## src/shared/cio_pkg.sv

```systemverilog
// Package: register map, modes, selection codes and timing of contact I/O.
//----------------------------------------------------------------------------
//----------------------------------------------------------------------------
package cio_pkg;

  // Sizes of the block.
  localparam int unsigned APB_AW   = 8;
  localparam int unsigned NUM_IN   = 4;
  localparam int unsigned NUM_ALM  = 16;
  localparam int unsigned NUM_RLY  = 4;
  localparam int unsigned NUM_EV   = 3;
  localparam int unsigned CODE_W   = 13;
  localparam int unsigned CNT_W    = 23;

  // Contact input indices inside the filtered level vector.
  localparam int unsigned IN1  = 0;
  localparam int unsigned IN2  = 1;
  localparam int unsigned IN3  = 2;
  localparam int unsigned IN16 = 3;

  // Register byte offsets.
  localparam logic [7:0] OFS_CTRL      = 8'h00;
  localparam logic [7:0] OFS_POL       = 8'h04;
  localparam logic [7:0] OFS_LATCH_EN  = 8'h08;
  localparam logic [7:0] OFS_DEENERG   = 8'h0C;
  localparam logic [7:0] OFS_SEL_BASE  = 8'h10;
  localparam logic [7:0] OFS_LATCH_REL = 8'h20;
  localparam logic [7:0] OFS_FUNC_STAT = 8'h24;
  localparam logic [7:0] OFS_IRQ_STAT  = 8'h28;
  localparam logic [7:0] OFS_IRQ_CLR   = 8'h2C;
  localparam logic [7:0] OFS_IRQ_EN    = 8'h30;
  localparam logic [7:0] OFS_ALM_STAT  = 8'h34;

  // Field positions.
  localparam int unsigned CTRL_ORCTL_BIT = 3;
  localparam int unsigned EV_FUNC        = 0;
  localparam int unsigned EV_EDGE        = 1;
  localparam int unsigned EV_RELAY       = 2;

  // Operating modes of the controller.
  typedef enum logic [2:0] {
    MODE_SINGLE, MODE_PV_HOLD, MODE_CAS_PRI, MODE_BACKUP,
    MODE_CAS_SEC, MODE_CASCADE, MODE_PV_SWITCH, MODE_PV_AUTOSEL
  } cio_mode_e;

  // Cascade-mode loop state.
  typedef enum logic [1:0] {CAS_ST_CAS, CAS_ST_AUTO, CAS_ST_MAN} cio_cas_e;

  // Reset values.
  localparam logic [3:0]  POL_RST  = 4'h0;
  localparam logic [15:0] ALM_RST  = 16'h0000;
  localparam logic [12:0] SEL_RST  = 13'h1101;

  // Status selection codes (4321, 4353, span 25, loop-2 step 16).
  localparam logic [12:0] CODE_RAW_BASE = 13'h10E1;
  localparam logic [12:0] CODE_OUT_BASE = 13'h1101;
  localparam logic [12:0] CODE_SPAN     = 13'h0019;
  localparam logic [12:0] CODE_L2_OFS   = 13'h0010;

  // Timing: clock in hertz, other figures in milliseconds and derived cycle counts.
  localparam int unsigned CLK_HZ         = 100_000_000;
  localparam int unsigned CONTACT_MIN_MS = 50;
  localparam int unsigned DEBOUNCE_MS    = 20;
  localparam int unsigned CTRL_PERIOD_MS = 50;
  localparam int unsigned CYC_PER_MS     = CLK_HZ / 1000;
  localparam int unsigned DEBOUNCE_CYC_DFLT    = DEBOUNCE_MS * CYC_PER_MS;
  localparam int unsigned CTRL_PERIOD_CYC_DFLT = CTRL_PERIOD_MS * CYC_PER_MS;

endpackage : cio_pkg

```

## src/shared/cio_din_if.sv

```systemverilog
// Interface: filtered contact levels from the input filter to the core.
interface cio_din_if;
  logic [3:0] level;  // Debounced contact state, 1 = closed.

  modport filt (output level);
  modport core (input level);
endinterface : cio_din_if

```

## src/hdl/cio_contact_filter.sv

```systemverilog
// Synchroniser and debounce filter for the field contact inputs.
module cio_contact_filter #(
  parameter int unsigned DEBOUNCE_CYC = cio_pkg::DEBOUNCE_CYC_DFLT
) (
  // Clock and reset.
  input  wire logic                     pclk,
  input  wire logic                     presetn,
  // Raw contact pins.
  input  wire logic [cio_pkg::NUM_IN-1:0] contact_raw,
  // Filtered levels towards the core.
  cio_din_if.filt                       din
);
  import cio_pkg::*;

  //--------------------------------------------------------------------------
  // Per-channel filter
  //--------------------------------------------------------------------------
  genvar g;
  generate
    for (g = 0; g < NUM_IN; g++) begin : g_ch
      logic [2:0]       sync_r;  // Stage 0 is read only by stage 1.
      logic [CNT_W-1:0] cnt_r;   // Cycles the new level has been stable.
      logic             lvl_r;   // Accepted contact level.
      wire              agree;
      wire              differ;
      wire              cnt_done;

      // A change counts only once the second and third stages agree.
      assign agree    = sync_r[1] == sync_r[2];
      assign differ   = agree && (sync_r[2] != lvl_r);
      assign cnt_done = cnt_r == CNT_W'(DEBOUNCE_CYC - 1);

      // Debounce shorter than the least pulse, so a legal pulse survives.
      always_ff @(posedge pclk or negedge presetn) begin
        if (!presetn) begin
          sync_r <= 3'h0;
          cnt_r  <= '0;
          lvl_r  <= 1'b0;
        end else begin
          sync_r <= {sync_r[1:0], contact_raw[g]};
          cnt_r  <= (differ && !cnt_done) ? cnt_r + 1'b1 : '0;
          if (differ && cnt_done) begin
            lvl_r <= sync_r[2];
          end
        end
      end

      assign din.level[g] = lvl_r;
    end
  endgenerate

endmodule // cio_contact_filter

```

## src/hdl/cio_contact_io.sv

```systemverilog
// Contact input function map and contact output status selection.
module cio_contact_io #(
  parameter int unsigned DEBOUNCE_CYC    = cio_pkg::DEBOUNCE_CYC_DFLT,
  parameter int unsigned CTRL_PERIOD_CYC = cio_pkg::CTRL_PERIOD_CYC_DFLT
) (
  // Clock and reset.
  input  wire logic        pclk,
  input  wire logic        presetn,
  // APB slave.
  input  wire logic        psel,
  input  wire logic        penable,
  input  wire logic        pwrite,
  input  wire logic [7:0]  paddr,
  input  wire logic [31:0] pwdata,
  output logic      [31:0] prdata,
  output logic             pready,
  output logic             pslverr,
  // Field contacts, high when the contact is closed.
  input  wire logic        contact_in_1,
  input  wire logic        contact_in_2,
  input  wire logic        contact_in_3,
  input  wire logic        contact_in_16,
  // Alarm engine and control output of the loop.
  input  wire logic [15:0] alarm_raw,
  input  wire logic        control_out,
  // Relay outputs, high when the contact is closed.
  output logic      [2:0]  alarm_relay,
  output logic             out_relay,
  // Operating mode functions.
  output logic             mode_auto,
  output logic             mode_stop,
  output logic             mode_remote,
  output logic             mode_track,
  output logic             mode_pv_rsp,
  output logic      [1:0]  cas_state,
  // Interrupt.
  output logic             irq
);
  import cio_pkg::*;

  //--------------------------------------------------------------------------
  // Input filtering
  //--------------------------------------------------------------------------
  cio_din_if din ();

  cio_contact_filter #(
    .DEBOUNCE_CYC (DEBOUNCE_CYC)
  ) u_filter (
    .pclk        (pclk),
    .presetn     (presetn),
    .contact_raw ({contact_in_16, contact_in_3, contact_in_2, contact_in_1}),
    .din         (din)
  );

  //--------------------------------------------------------------------------
  // Registers
  //--------------------------------------------------------------------------
  cio_mode_e          mode_r;        // Control mode.
  logic               orctl_r;       // Control relay is the loop output.
  logic [3:0]         pol_r;         // Per-input polarity.
  logic [15:0]        latch_en_r;    // Per-alarm latch action.
  logic [15:0]        deen_r;        // Per-alarm de-energized contact.
  logic [12:0]        sel_r [4];     // Relay status selection codes.
  logic [15:0]        latch_q_r;     // Latched alarm state.
  logic [2:0]         irq_st_r;      // Sticky event bits.
  logic [2:0]         irq_en_r;      // Event enables.
  logic [CNT_W-1:0]   ctl_cnt_r;     // Control period counter.
  logic [3:0]         act_q_r;       // Active levels, last cycle.
  logic [2:0]         pend_r;        // Edges waiting for the next period.
  logic               auto_r;
  logic               stop_r;
  logic               remote_r;
  logic               track_r;
  logic               pvrsp_r;
  cio_cas_e           cas_r;
  logic [3:0]         relay_r;
  logic               irq_r;
  logic               pready_r;
  logic               pslverr_r;
  logic [31:0]        prdata_r;

  //--------------------------------------------------------------------------
  // APB decode
  //--------------------------------------------------------------------------
  wire        acc      = psel && penable && pready_r;
  wire        wr       = acc && pwrite;
  wire        hit_ctrl = paddr == OFS_CTRL;
  wire        hit_pol  = paddr == OFS_POL;
  wire        hit_len  = paddr == OFS_LATCH_EN;
  wire        hit_den  = paddr == OFS_DEENERG;
  wire        hit_sel  = (paddr[7:4] == OFS_SEL_BASE[7:4]) &&
                         (paddr[1:0] == 2'h0);
  wire        hit_rel  = paddr == OFS_LATCH_REL;
  wire        hit_fst  = paddr == OFS_FUNC_STAT;
  wire        hit_ist  = paddr == OFS_IRQ_STAT;
  wire        hit_icl  = paddr == OFS_IRQ_CLR;
  wire        hit_ien  = paddr == OFS_IRQ_EN;
  wire        hit_ast  = paddr == OFS_ALM_STAT;
  wire        mapped   = hit_ctrl | hit_pol | hit_len | hit_den | hit_sel |
                         hit_rel | hit_fst | hit_ist | hit_icl | hit_ien |
                         hit_ast;
  wire [1:0]  sel_idx  = paddr[3:2];
  wire [15:0] rel_bits = (wr && hit_rel) ? pwdata[15:0] : 16'h0000;
  wire [2:0]  clr_bits = (wr && hit_icl) ? pwdata[2:0] : 3'h0;
  wire [15:0] out_st;
  wire [31:0] rd_data;

  // Write-only registers and holes read as zero.
  assign rd_data = hit_ctrl ? {28'h0, orctl_r, mode_r} :
                   hit_pol  ? {28'h0, pol_r} :
                   hit_len  ? {16'h0, latch_en_r} :
                   hit_den  ? {16'h0, deen_r} :
                   hit_sel  ? {19'h0, sel_r[sel_idx]} :
                   hit_fst  ? {25'h0, cas_r, pvrsp_r, track_r, remote_r,
                               stop_r, auto_r} :
                   hit_ist  ? {29'h0, irq_st_r} :
                   hit_ien  ? {29'h0, irq_en_r} :
                   hit_ast  ? {out_st, alarm_raw} : 32'h0;

  // One wait state: pready rises on the second access-phase cycle.
  always_ff @(posedge pclk or negedge presetn) begin
    if (!presetn) begin
      pready_r  <= 1'b0;
      pslverr_r <= 1'b0;
      prdata_r  <= 32'h0;
    end else begin
      pready_r  <= psel && penable && !pready_r;
      pslverr_r <= psel && penable && !pready_r && !mapped;
      if (psel && !penable && !pwrite) begin
        prdata_r <= rd_data;
      end
    end
  end

  // Software-written configuration.
  always_ff @(posedge pclk or negedge presetn) begin
    if (!presetn) begin
      mode_r     <= MODE_SINGLE;
      orctl_r    <= 1'b1;
      pol_r      <= POL_RST;
      latch_en_r <= ALM_RST;
      deen_r     <= ALM_RST;
      irq_en_r   <= 3'h0;
    end else if (wr) begin
      if (hit_ctrl) begin
        mode_r  <= cio_mode_e'(pwdata[2:0]);
        orctl_r <= pwdata[CTRL_ORCTL_BIT];
      end
      if (hit_pol) begin
        pol_r <= pwdata[3:0];
      end
      if (hit_len) begin
        latch_en_r <= pwdata[15:0];
      end
      if (hit_den) begin
        deen_r <= pwdata[15:0];
      end
      if (hit_ien) begin
        irq_en_r <= pwdata[2:0];
      end
    end
  end

  //--------------------------------------------------------------------------
  // Contact input functions
  //--------------------------------------------------------------------------
  wire [3:0] act       = din.level ^ pol_r;
  wire [2:0] rise      = act[2:0] & ~act_q_r[2:0];
  wire       tick      = ctl_cnt_r == CNT_W'(CTRL_PERIOD_CYC - 1);
  wire       edge_mode = (mode_r == MODE_CAS_SEC) || (mode_r == MODE_CASCADE);
  logic      auto_nxt;
  logic      stop_nxt;
  logic      remote_nxt;
  logic      track_nxt;
  logic      pvrsp_nxt;
  cio_cas_e  cas_nxt;

  // Default function table per mode; unlisted inputs have no effect.
  always_comb begin
    auto_nxt   = act[IN1];
    stop_nxt   = act[IN2];
    remote_nxt = 1'b0;
    track_nxt  = 1'b0;
    pvrsp_nxt  = 1'b0;
    cas_nxt    = cas_r;
    unique case (mode_r)
      MODE_SINGLE, MODE_PV_HOLD: begin
        remote_nxt = act[IN16];
      end
      MODE_CAS_PRI, MODE_BACKUP: begin
        track_nxt = act[IN16];
      end
      MODE_PV_SWITCH: begin
        pvrsp_nxt = act[IN16];
      end
      MODE_PV_AUTOSEL: begin
        pvrsp_nxt = 1'b0;
      end
      MODE_CAS_SEC, MODE_CASCADE: begin
        // MAN wins over AUTO over CAS if edges land in one period.
        if (pend_r[IN3]) begin
          cas_nxt = CAS_ST_MAN;
        end else if (pend_r[IN2]) begin
          cas_nxt = CAS_ST_AUTO;
        end else if (pend_r[IN1]) begin
          cas_nxt = CAS_ST_CAS;
        end
        if (mode_r == MODE_CAS_SEC && act[IN16] && cas_nxt == CAS_ST_CAS) begin
          cas_nxt = CAS_ST_AUTO;
        end
        stop_nxt = (mode_r == MODE_CASCADE) && act[IN16];
        auto_nxt = cas_nxt != CAS_ST_MAN;
      end
    endcase
  end

  wire func_chg = tick && ({auto_nxt, stop_nxt, remote_nxt, track_nxt,
                            pvrsp_nxt, cas_nxt} !=
                           {auto_r, stop_r, remote_r, track_r, pvrsp_r, cas_r});

  // Period counter; functions only change on its tick, like the loop.
  always_ff @(posedge pclk or negedge presetn) begin
    if (!presetn) begin
      ctl_cnt_r <= '0;
      act_q_r   <= 4'h0;
      pend_r    <= 3'h0;
    end else begin
      ctl_cnt_r <= tick ? '0 : ctl_cnt_r + 1'b1;
      act_q_r   <= act;
      // A new edge in the tick cycle is kept for the next period.
      pend_r    <= (pend_r & ~{3{tick}}) | (rise & {3{edge_mode}});
    end
  end

  // Mode function outputs, updated once per control period.
  always_ff @(posedge pclk or negedge presetn) begin
    if (!presetn) begin
      auto_r   <= 1'b0;
      stop_r   <= 1'b0;
      remote_r <= 1'b0;
      track_r  <= 1'b0;
      pvrsp_r  <= 1'b0;
      cas_r    <= CAS_ST_MAN;
    end else if (tick) begin
      auto_r   <= auto_nxt;
      stop_r   <= stop_nxt;
      remote_r <= remote_nxt;
      track_r  <= track_nxt;
      pvrsp_r  <= pvrsp_nxt;
      cas_r    <= cas_nxt;
    end
  end

  //--------------------------------------------------------------------------
  // Alarm conditioning and relay selection
  //--------------------------------------------------------------------------
  // Raw status passes untouched; output status carries latch and contact type.
  assign out_st = (alarm_raw | (latch_q_r & latch_en_r)) ^ deen_r;

  // Map a selection code to one status bit; unknown codes give an open relay.
  function automatic logic sel_bit(input logic [12:0] code,
                                   input logic [15:0] raw,
                                   input logic [15:0] ost,
                                   input logic        l2_ok);
    logic [12:0] off_r;
    logic [12:0] off_o;
    logic [12:0] off;
    logic        is_raw;
    logic        is_out;
    logic [3:0]  pos;
    logic [3:0]  bitno;
    logic        ok;
    begin
      off_r  = code - CODE_RAW_BASE;
      off_o  = code - CODE_OUT_BASE;
      is_raw = (code >= CODE_RAW_BASE) && (off_r <= CODE_SPAN);
      is_out = (code >= CODE_OUT_BASE) && (off_o <= CODE_SPAN);
      off    = is_raw ? off_r : off_o;
      pos    = 4'(off[3:2]) * 4'h3 + 4'(off[1:0]);
      bitno  = {off[4], pos[2:0]};
      ok     = (is_raw || is_out) && (off[1:0] != 2'h3) && (pos < 4'h8) &&
               (!off[4] || l2_ok);
      sel_bit = ok && (is_raw ? raw[bitno] : ost[bitno]);
    end
  endfunction

  logic [3:0] sel_hit;
  wire        l2_ok = mode_r == MODE_CASCADE;

  // Each relay has its own selection register and status lookup.
  genvar r;
  generate
    for (r = 0; r < NUM_RLY; r++) begin : g_rly
      always_ff @(posedge pclk or negedge presetn) begin
        if (!presetn) begin
          sel_r[r] <= SEL_RST;
        end else if (wr && hit_sel && sel_idx == 2'(r)) begin
          sel_r[r] <= pwdata[12:0];
        end
      end
      assign sel_hit[r] = sel_bit(sel_r[r], alarm_raw, out_st, l2_ok);
    end
  endgenerate

  // The control relay follows the loop output while it controls.
  wire [3:0] relay_nxt = {orctl_r ? control_out : sel_hit[3],
                          sel_hit[2:0]};

  // Energized contact closes on the selected event.
  always_ff @(posedge pclk or negedge presetn) begin
    if (!presetn) begin
      relay_r   <= 4'h0;
      latch_q_r <= ALM_RST;
    end else begin
      relay_r   <= relay_nxt;
      latch_q_r <= (latch_q_r & ~rel_bits) | (alarm_raw & latch_en_r);
    end
  end

  //--------------------------------------------------------------------------
  // Interrupts
  //--------------------------------------------------------------------------
  wire [2:0] ev = {relay_nxt != relay_r, |(rise & {3{edge_mode}}), func_chg};

  // Sticky status; an event in the clear cycle still sets its bit.
  always_ff @(posedge pclk or negedge presetn) begin
    if (!presetn) begin
      irq_st_r <= 3'h0;
      irq_r    <= 1'b0;
    end else begin
      irq_st_r <= (irq_st_r & ~clr_bits) | ev;
      irq_r    <= |(((irq_st_r & ~clr_bits) | ev) & irq_en_r);
    end
  end

  //--------------------------------------------------------------------------
  // Outputs
  //--------------------------------------------------------------------------
  assign prdata      = prdata_r;
  assign pready      = pready_r;
  assign pslverr     = pslverr_r;
  assign alarm_relay = relay_r[2:0];
  assign out_relay   = relay_r[3];
  assign mode_auto   = auto_r;
  assign mode_stop   = stop_r;
  assign mode_remote = remote_r;
  assign mode_track  = track_r;
  assign mode_pv_rsp = pvrsp_r;
  assign cas_state   = cas_r;
  assign irq         = irq_r;
endmodule // cio_contact_io

```

## config.mk

```make
export PLATFORM = sky130hd
export DESIGN_NAME = cio_contact_io
export DESIGN_NICKNAME = d
export VERILOG_FILES = /design/src/shared/cio_pkg.sv /design/src/shared/cio_din_if.sv /design/src/hdl/cio_contact_filter.sv /design/src/hdl/cio_contact_io.sv
export SDC_FILE = /design/constraint.sdc
export NUM_CORES = 1
export LEC_CHECK = 0
export BUFFER_PORTS_ARGS = -buffer_cell sky130_fd_sc_hd__clkbuf_2
export CAP_MARGIN = 20
export CORE_ASPECT_RATIO = 1.5
export CORE_MARGIN = 3
export CORE_UTILIZATION = 35
export DETAILED_ROUTE_END_ITERATION = 12
export PLACE_DENSITY = 0.48
export SLEW_MARGIN = 20
export SYNTH_ARGS = -nofsm -noshare
export SYNTH_HDL_FRONTEND = slang
export SYNTH_HIERARCHICAL = 1
export SYNTH_SLANG_ARGS = --single-unit
```

## constraint.sdc

```tcl
create_clock -name pclk -period 6.5 [get_ports pclk]
set_clock_uncertainty 0.15 [all_clocks]
set_input_delay 1.3 -clock pclk [delete_from_list [all_inputs] [get_ports pclk]]
set_output_delay 1.3 -clock pclk [all_outputs]
set_load 0.01 [all_outputs]
```

# --- Word level (Yosys, flattened, before mapping) ---
# Cells that the tools add are included.
classes:
  n_mul: 4
  eq_ne: 39
  muxes: 56
  bitwise: 29
  reduce_logical: 91
  n_lt_le_gt_ge: 25
  n_addsub: 17
ops:
  columns: ["op", "count"]
  rows:
  - ["$mux 32", 9]
  - ["$add 23x1->23 const B", 5]
  - ["$mux 23", 5]
  - ["$ge 13x13->1 const B", 8]
  - ["$le 13x5->1 const B", 8]
  - ["$sub 13x13->13 const B", 8]
  - ["$eq 23x21->1 const B", 4]
  - ["$logic_and 1x1->1", 55]
  - ["$and 16x16->16", 3]
  - ["$eq 8x6->1 const B", 6]
  - ["$bmux 1 s4", 8]
  - ["$or 16x16->16", 2]
  - ["$bmux 13 s2", 1]
  - ["$mux 13", 2]
  - ["$eq 23x23->1 const B", 1]
  - ["$lt 4x5->1 const B", 4]
  - ["$mux 5", 4]
  - ["$mux 1", 18]
  - ["$add 4x2->4", 4]
  - ["$eq 8x4->1 const B", 2]
  - ["$lt 4x4->1 const B", 4]
  - ["$mul 2x2->4 const B", 4]
  - ["$mux 16", 1]
  - ["$not 16->16", 1]
  - ["30 further kinds", 94]
word_totals:
  word_cells: 299
  out_inout_bits: 46
  register_bits: 297

# --- Depth between registers and ports, before layout ---
logic_depth:
  ltp_word: 15
  ltp_mapped: 20
  mapped_depth_nobuf: 17

# --- Cells and area by module ---
# Netlist, hierarchy kept.
by_module_without_submodules:
  columns: ["mod", "cells_per_inst", "instances", "area_each_um2"]
  rows:
  - ["cio_contact_io", 1136, 1, 11813.8]
  - ["cio_contact_filter", 542, 1, 5272.6]

# --- Least setup slack after synthesis ---
# OpenSTA, ideal clock, no wires.
synth_timing:
  path_type: "reg-to-reg"
  startpoint: "register sel_r[13] (netlist bit)"
  endpoint: "register irq_r, in the netlist irq"
  required_time_ns: 6.232
  setup_slack_ns: 1.592
  path_buffers: 3
  period_less_slack_ns: 4.908
  setup_ns: 0.118
  path_stages_with_launch: 21
  arrival_time_ns: 4.640
  cell_sequence: "dfstp_2 -> clkbuf_1 -> inv_1 -> ha_1 -> buf_2 -> xnor2_1 -> inv_1 -> fa_1 -> ha_1 -> inv_1 -> fa_1 -> clkbuf_1 -> mux4_2 -> mux2_2 -> nand2_1 -> o21ai_0 -> a32o_1 -> a32o_1 -> a211oi_2 -> nand4_1 -> a21o_1"
synth_via:
  elab_chain_len: 14
synth_lines:
  columns: ["element", "line_no", "text"]
  rows:
  - ["start: declaration", "cio_contact_io.sv:63", "logic [12:0] sel_r [4];"]
  - ["start signal: indexed assignment", "cio_contact_io.sv:298", "sel_r[r] <= pwdata[12:0];"]
  - ["$sub 13x13->13", "cio_contact_io.sv:274", "off_r = code - CODE_RAW_BASE;"]
  - ["$le 13x5->1", "cio_contact_io.sv:276", "is_raw = (code >= CODE_RAW_BASE) && (off_r <= CODE_SPAN);"]
  - ["$logic_and 1x1->1", "cio_contact_io.sv:276", null]
  - ["$mux 5", "cio_contact_io.sv:278", "off = is_raw ? off_r : off_o;"]
  - ["$mul 2x2->4", "cio_contact_io.sv:279", "pos = 4'(off[3:2]) * 4'h3 + 4'(off[1:0]);"]
  - ["$add 4x2->4", "cio_contact_io.sv:279", null]
  - ["$bmux 1 s4 / $lt 4x4->1 (equally long branches)", "cio_contact_io.sv:283, cio_contact_io.sv:281", null]
  - ["$mux 1 (implied by the code) / $logic_and 1x1->1 (equally long branches)", "cio_contact_io.sv:283, cio_contact_io.sv:281", null]
  - ["$mux 1 / $logic_and 1x1->1 (equally long branches)", "cio_contact_io.sv:283, cio_contact_io.sv:281", null]
  - ["$logic_and 1x1->1 *", "cio_contact_io.sv:283", "sel_bit = ok && (is_raw ? raw[bitno] : ost[bitno]);"]
  - ["$ne 4x4->1 *", "cio_contact_io.sv:323", "wire [2:0] ev = {relay_nxt != relay_r, |(rise & {3{edge_mode}}), func_chg};"]
  - ["$or 3x3->3 *", "cio_contact_io.sv:332", "irq_r <= |(((irq_st_r & ~clr_bits) | ev) & irq_en_r);"]
  - ["$and 3x3->3 *", "cio_contact_io.sv:332", null]
  - ["$reduce_or 3->1 *", "cio_contact_io.sv:332", null]
  - ["end signal: assignment", "cio_contact_io.sv:332", null]
  - ["end: declaration", "cio_contact_io.sv:77", "logic irq_r;"]
# Every way passes the cells marked *; elsewhere a longest branch is shown, timed or not. The select of a mux whose other input is x is not followed.
# A chain may end at the register's enable or synchronous reset.

# --- Worst setup path in the final report ---
layout_timing:
  startpoint: "register sel_r[39] (netlist bit)"
  endpoint: "register irq_r, in the netlist irq"
# Same word-level chain as after synthesis.

==> results.md <==
- DR vias: around 14000
- Tcrit/Tclk final: 85.0%
- Synth Area in XOR/XNOR: 5.68%
- Initial antenna violation count: 0
- Achievable Freq: approximately 180 MHz
- Synth Net Count: between 1500 and 2000
- Routed Antenna Nets: 0
- Post-route DRC: 0
- Clock network power share: 48.3%
- Final worst path period need: roughly 5.5 ns
- Max stage delay on crit path: 0.87 ns
- Share of the synthesized area in the top cell type: 41.4%
- Vias in the first global route: 13568
- Die Width: between 150 and 200 um
- Nets: 1844
- Num CTS Buffers: 34
- Number of synthesized flops with an enable pin: 0
- Peak supply drop: 0.145 mV
- Final Setup Violations: 0
- Ratio of cells with drive above 1 in the final layout: between 10% and 20%
- DRT Pass-1 Iters: 5
- Sequential-to-total area share from yosys stat: a little over two fifths
- Syn avg cell area: between 10 and 15 um2
- Wire length per cell: 21.3 um
- Fillers: about 4700
- CTS tree: done
- CTS Hold Bufs: 0
- Synth unique cells: 86
- Drt initial violations: 766
- Synth Area in Adders: 3.13%
- Fin. Hold Viols: 0
- Reg power frac: between 40% and 50%
- Setup bufs post-CTS: 0
- Clk_lat worst skew: around 0.53 ns
- Area Overhead vs Synth: 13.3%
- Rows: between 90 and 100
- Post-Place Cells: 2354
- Core region area: between 0.04 and 0.05 mm2
- CTS clk-pin slew, worst paths: 0.06 ns
- Status: finished clean
- HPWL after DPL: ~38 mm
- Reg2Reg Depth: 17
- # port buffers: 95
- First-pass GRT wire length: 80.6 mm
- Synthesis warning total: 6
- Die Area: ~0.052 mm2
- Hold path depth: 0
- Number of diodes: 0
- Crit-path most repeated cell: inv_1
- LEAKAGE: between 8 and 9 nW
- Chip height: approximately 280 um
- Crit path kind: register to register
- Fraction of registers with async set/reset: 100%
- CP Data Arrival Time: 5.80 ns
- Post-Syn Area: 0.0171 mm2
- Critical-path maximum fanout: 16
- GP Congestion: 0.893
- Setup TNS: 0 ns
- Grt total ovfl: 0
- Simple-gate area share of the yosys netlist: a little under a fifth
- Syn Inst Count: roughly 1700
- Initial Util: 35.6%
- Compound-gate portion of the synthesized area: 12.6%
- Slew Limit Fails: 0
- Startpoint types: register
- Max-slew headroom: 32.5%
- Slowest CP cell: fa_1
- P per Cell Area: between 200 and 250 mW/mm2
- Comb pwr share: 6.3%
- Final std cells w/o fill: between 2000 and 2500
- Deepest clock path buffer count: 3
- Root buffer cell: clkbuf_16
- I/O pin count: 112
- Routed wire length: between 50 and 60 mm
- Cts repair resizes: 0
- Largest net degree at the start of global routing: roughly 140
- Worst-Margin Slew: 1.00 ns
- Mux cell area share after synthesis: 12.9%
- Main combinational cell family by area after synthesis: simple AND/OR/NAND/NOR gates
- CP Data Required Time: between 6 and 7 ns
- Unrepaired setup endpoints after global routing: false
- Number of synthesized register bits: approximately 300
- Switching fraction of total power: 24.1%
- Max-cap violations: 0
- H-tree depth: 2
- Largest cells by area after synthesis: dfrtp_1, mux2_2, mux4_2
- Routed vias/inst: 5.61
- CP Cell Sequence: inv_1, ha_1, xnor2_1, inv_1, fa_1, ha_1, inv_1, fa_1, or3b_2, mux2i_1, a2111oi_0, o22ai_1, a31oi_1, nand2_1, a211oi_2, nand4_1, a21o_1
- Crit. End Element: register
- Ys flop type: dfrtp_1
- Sw power: roughly 0.0010 W
- Internal power: between 0.003 and 0.004 W
- Clk sinks: ~300
- Area leader, netlist: dfrtp_1
- GR Util All Layers: approximately a fifth
- Hold crit path type: register to register
-- per-stage QoR --
step | total power [W] | hold slack, ns | util (%) | worst slack, ns | area, um2
finish | 0.00417 | 0.197 | 40.4 | 0.976 | 19400
global route | 0.00433 | 0.204 | 40.4 | 0.775 | 19400
CTS | 0.00424 | 0.199 | 40.4 | 1.02 | 19400
detailed placement | 0.00219 | 0.185 | 37.9 | 1.03 | 18200
global placement | 0.00219 | 0.184 | 37.9 | 1.16 | 18200
floorplan | 0.00205 | 0.181 | - | 1.59 | 17100
-- worst max-delay path, delay by kind of cell, from the launching register on --
kind	cells	cell delay (ns)
buffers and inverters	3	0.31
AOI/OAI and AO/OA	5	1.45
xor gates and xnor gates	1	0.30
adders and majority gates	4	1.85
muxes	1	0.08
DFF	1	0.66
and+or+nand+nor	3	0.62
-- cells in the final DEF, fill, tap and decap left out, types with 56 or more instances in the layout --
cell,netlist,routed
dfrtp_1,283,283
nand2_1,155,155
nor2_1,127,127
mux2_2,101,101
clkbuf_2,1,94
a21oi_1,78,78
o21ai_0,71,69
nand3_1,61,61
inv_1,58,58
xnor2_1,56,56
-- power groups by stage --
stage	combinational (W)	sequential, W	clock (W)
after floorplan	0.000124	0.00192	0
after global placement	0.000265	0.00192	0
after detailed placement	0.000268	0.00192	0
after CTS	0.000268	0.00189	0.00208
after global routing	0.000289	0.00189	0.00215
final	0.000264	0.00189	0.00201
-- final cells by class --
| class | instances | area, um2 | share of cell area (%) |
|---|---|---|---|
| multi-input cells | 1241 | 9110 | 47.1 |
| flip-flops and latches | 297 | 7450 | 38.5 |
| clock buffers | 46 | 957 | 4.94 |
| well taps | 650 | 813 | 4.20 |
| repair buffers | 108 | 596 | 3.08 |
| inverters | 58 | 218 | 1.12 |
| clock inverters | 16 | 209 | 1.08 |
-- logic make-up (layout without fill, tap and decap cells) --
family | Yosys count | count (layout)
adder cells (fa/ha/maj) | 38 | 38
multiplexers | 162 | 162
AND/OR/NAND/NOR | 611 | 611
AO/OA/AOI/OAI | 321 | 321
flip-flops | 297 | 297
XOR/XNOR | 109 | 109
buffers and inverters | 140 | 228
-- final timing paths --
check | start | endpoint | slack [ns]
worst max-delay path | sel_r[39] | irq | 0.98
worst min-delay path | u_filter/g_ch[0].sync_r[0] | u_filter/g_ch[0].sync_r[1] | 0.20
worst max register to register | sel_r[39] | irq | 0.98
worst min register to register | u_filter/g_ch[0].sync_r[0] | u_filter/g_ch[0].sync_r[1] | 0.20
max in group asynchronous | presetn | latch_q_r[12] | 4.16
min in group asynchronous | presetn | u_filter/g_ch[0].cnt_r[10] | 0.62
-- state kept, by name, summed over array words and instances, names as in the netlist, 4 cells and up --
name,flops
u_filter/g_ch.cnt_r,92
latch_q_r,16
u_filter/g_ch.sync_r,12
pol_r,4
ctl_cnt_r,23
latch_en_r,16
sel_r,52
u_filter/g_ch.lvl_r,4
deen_r,16
prdata,32
relay_r,4
-- cells in the mapped netlist, types with 11 or more instances --
library cell / number
nor2b_1: 11
dfrtp_1: 283
a22o_1: 22
nand4_1: 41
nor4_1: 18
nand2_1: 155
inv_1: 58
o21ai_0: 71
or3_1: 23
nand3_1: 61
mux2i_1: 25
xor2_1: 51
mux2_2: 101
xnor2_1: 56
o31ai_1: 37
a31oi_1: 13
and4_1: 12
nand2b_1: 14
or4_1: 31
and2_1: 13
nor3_1: 32
a21oi_1: 78
mux4_2: 35
nor2_1: 127
and3_1: 20
clkbuf_1: 58
ha_1: 30
dfstp_2: 14
-- layer usage --
layer / track usage, % / share of wire [%] / up-vias
met3: 2.57 / 4.0 / 122
li1: - / - / 6319
met1: 22.5 / 38 / 6734
met2: 36.2 / 52 / 390
met5: 0 / 0 / -
met4: 9.97 / 5.3 / 0
(Power assumes the default switching activity.)
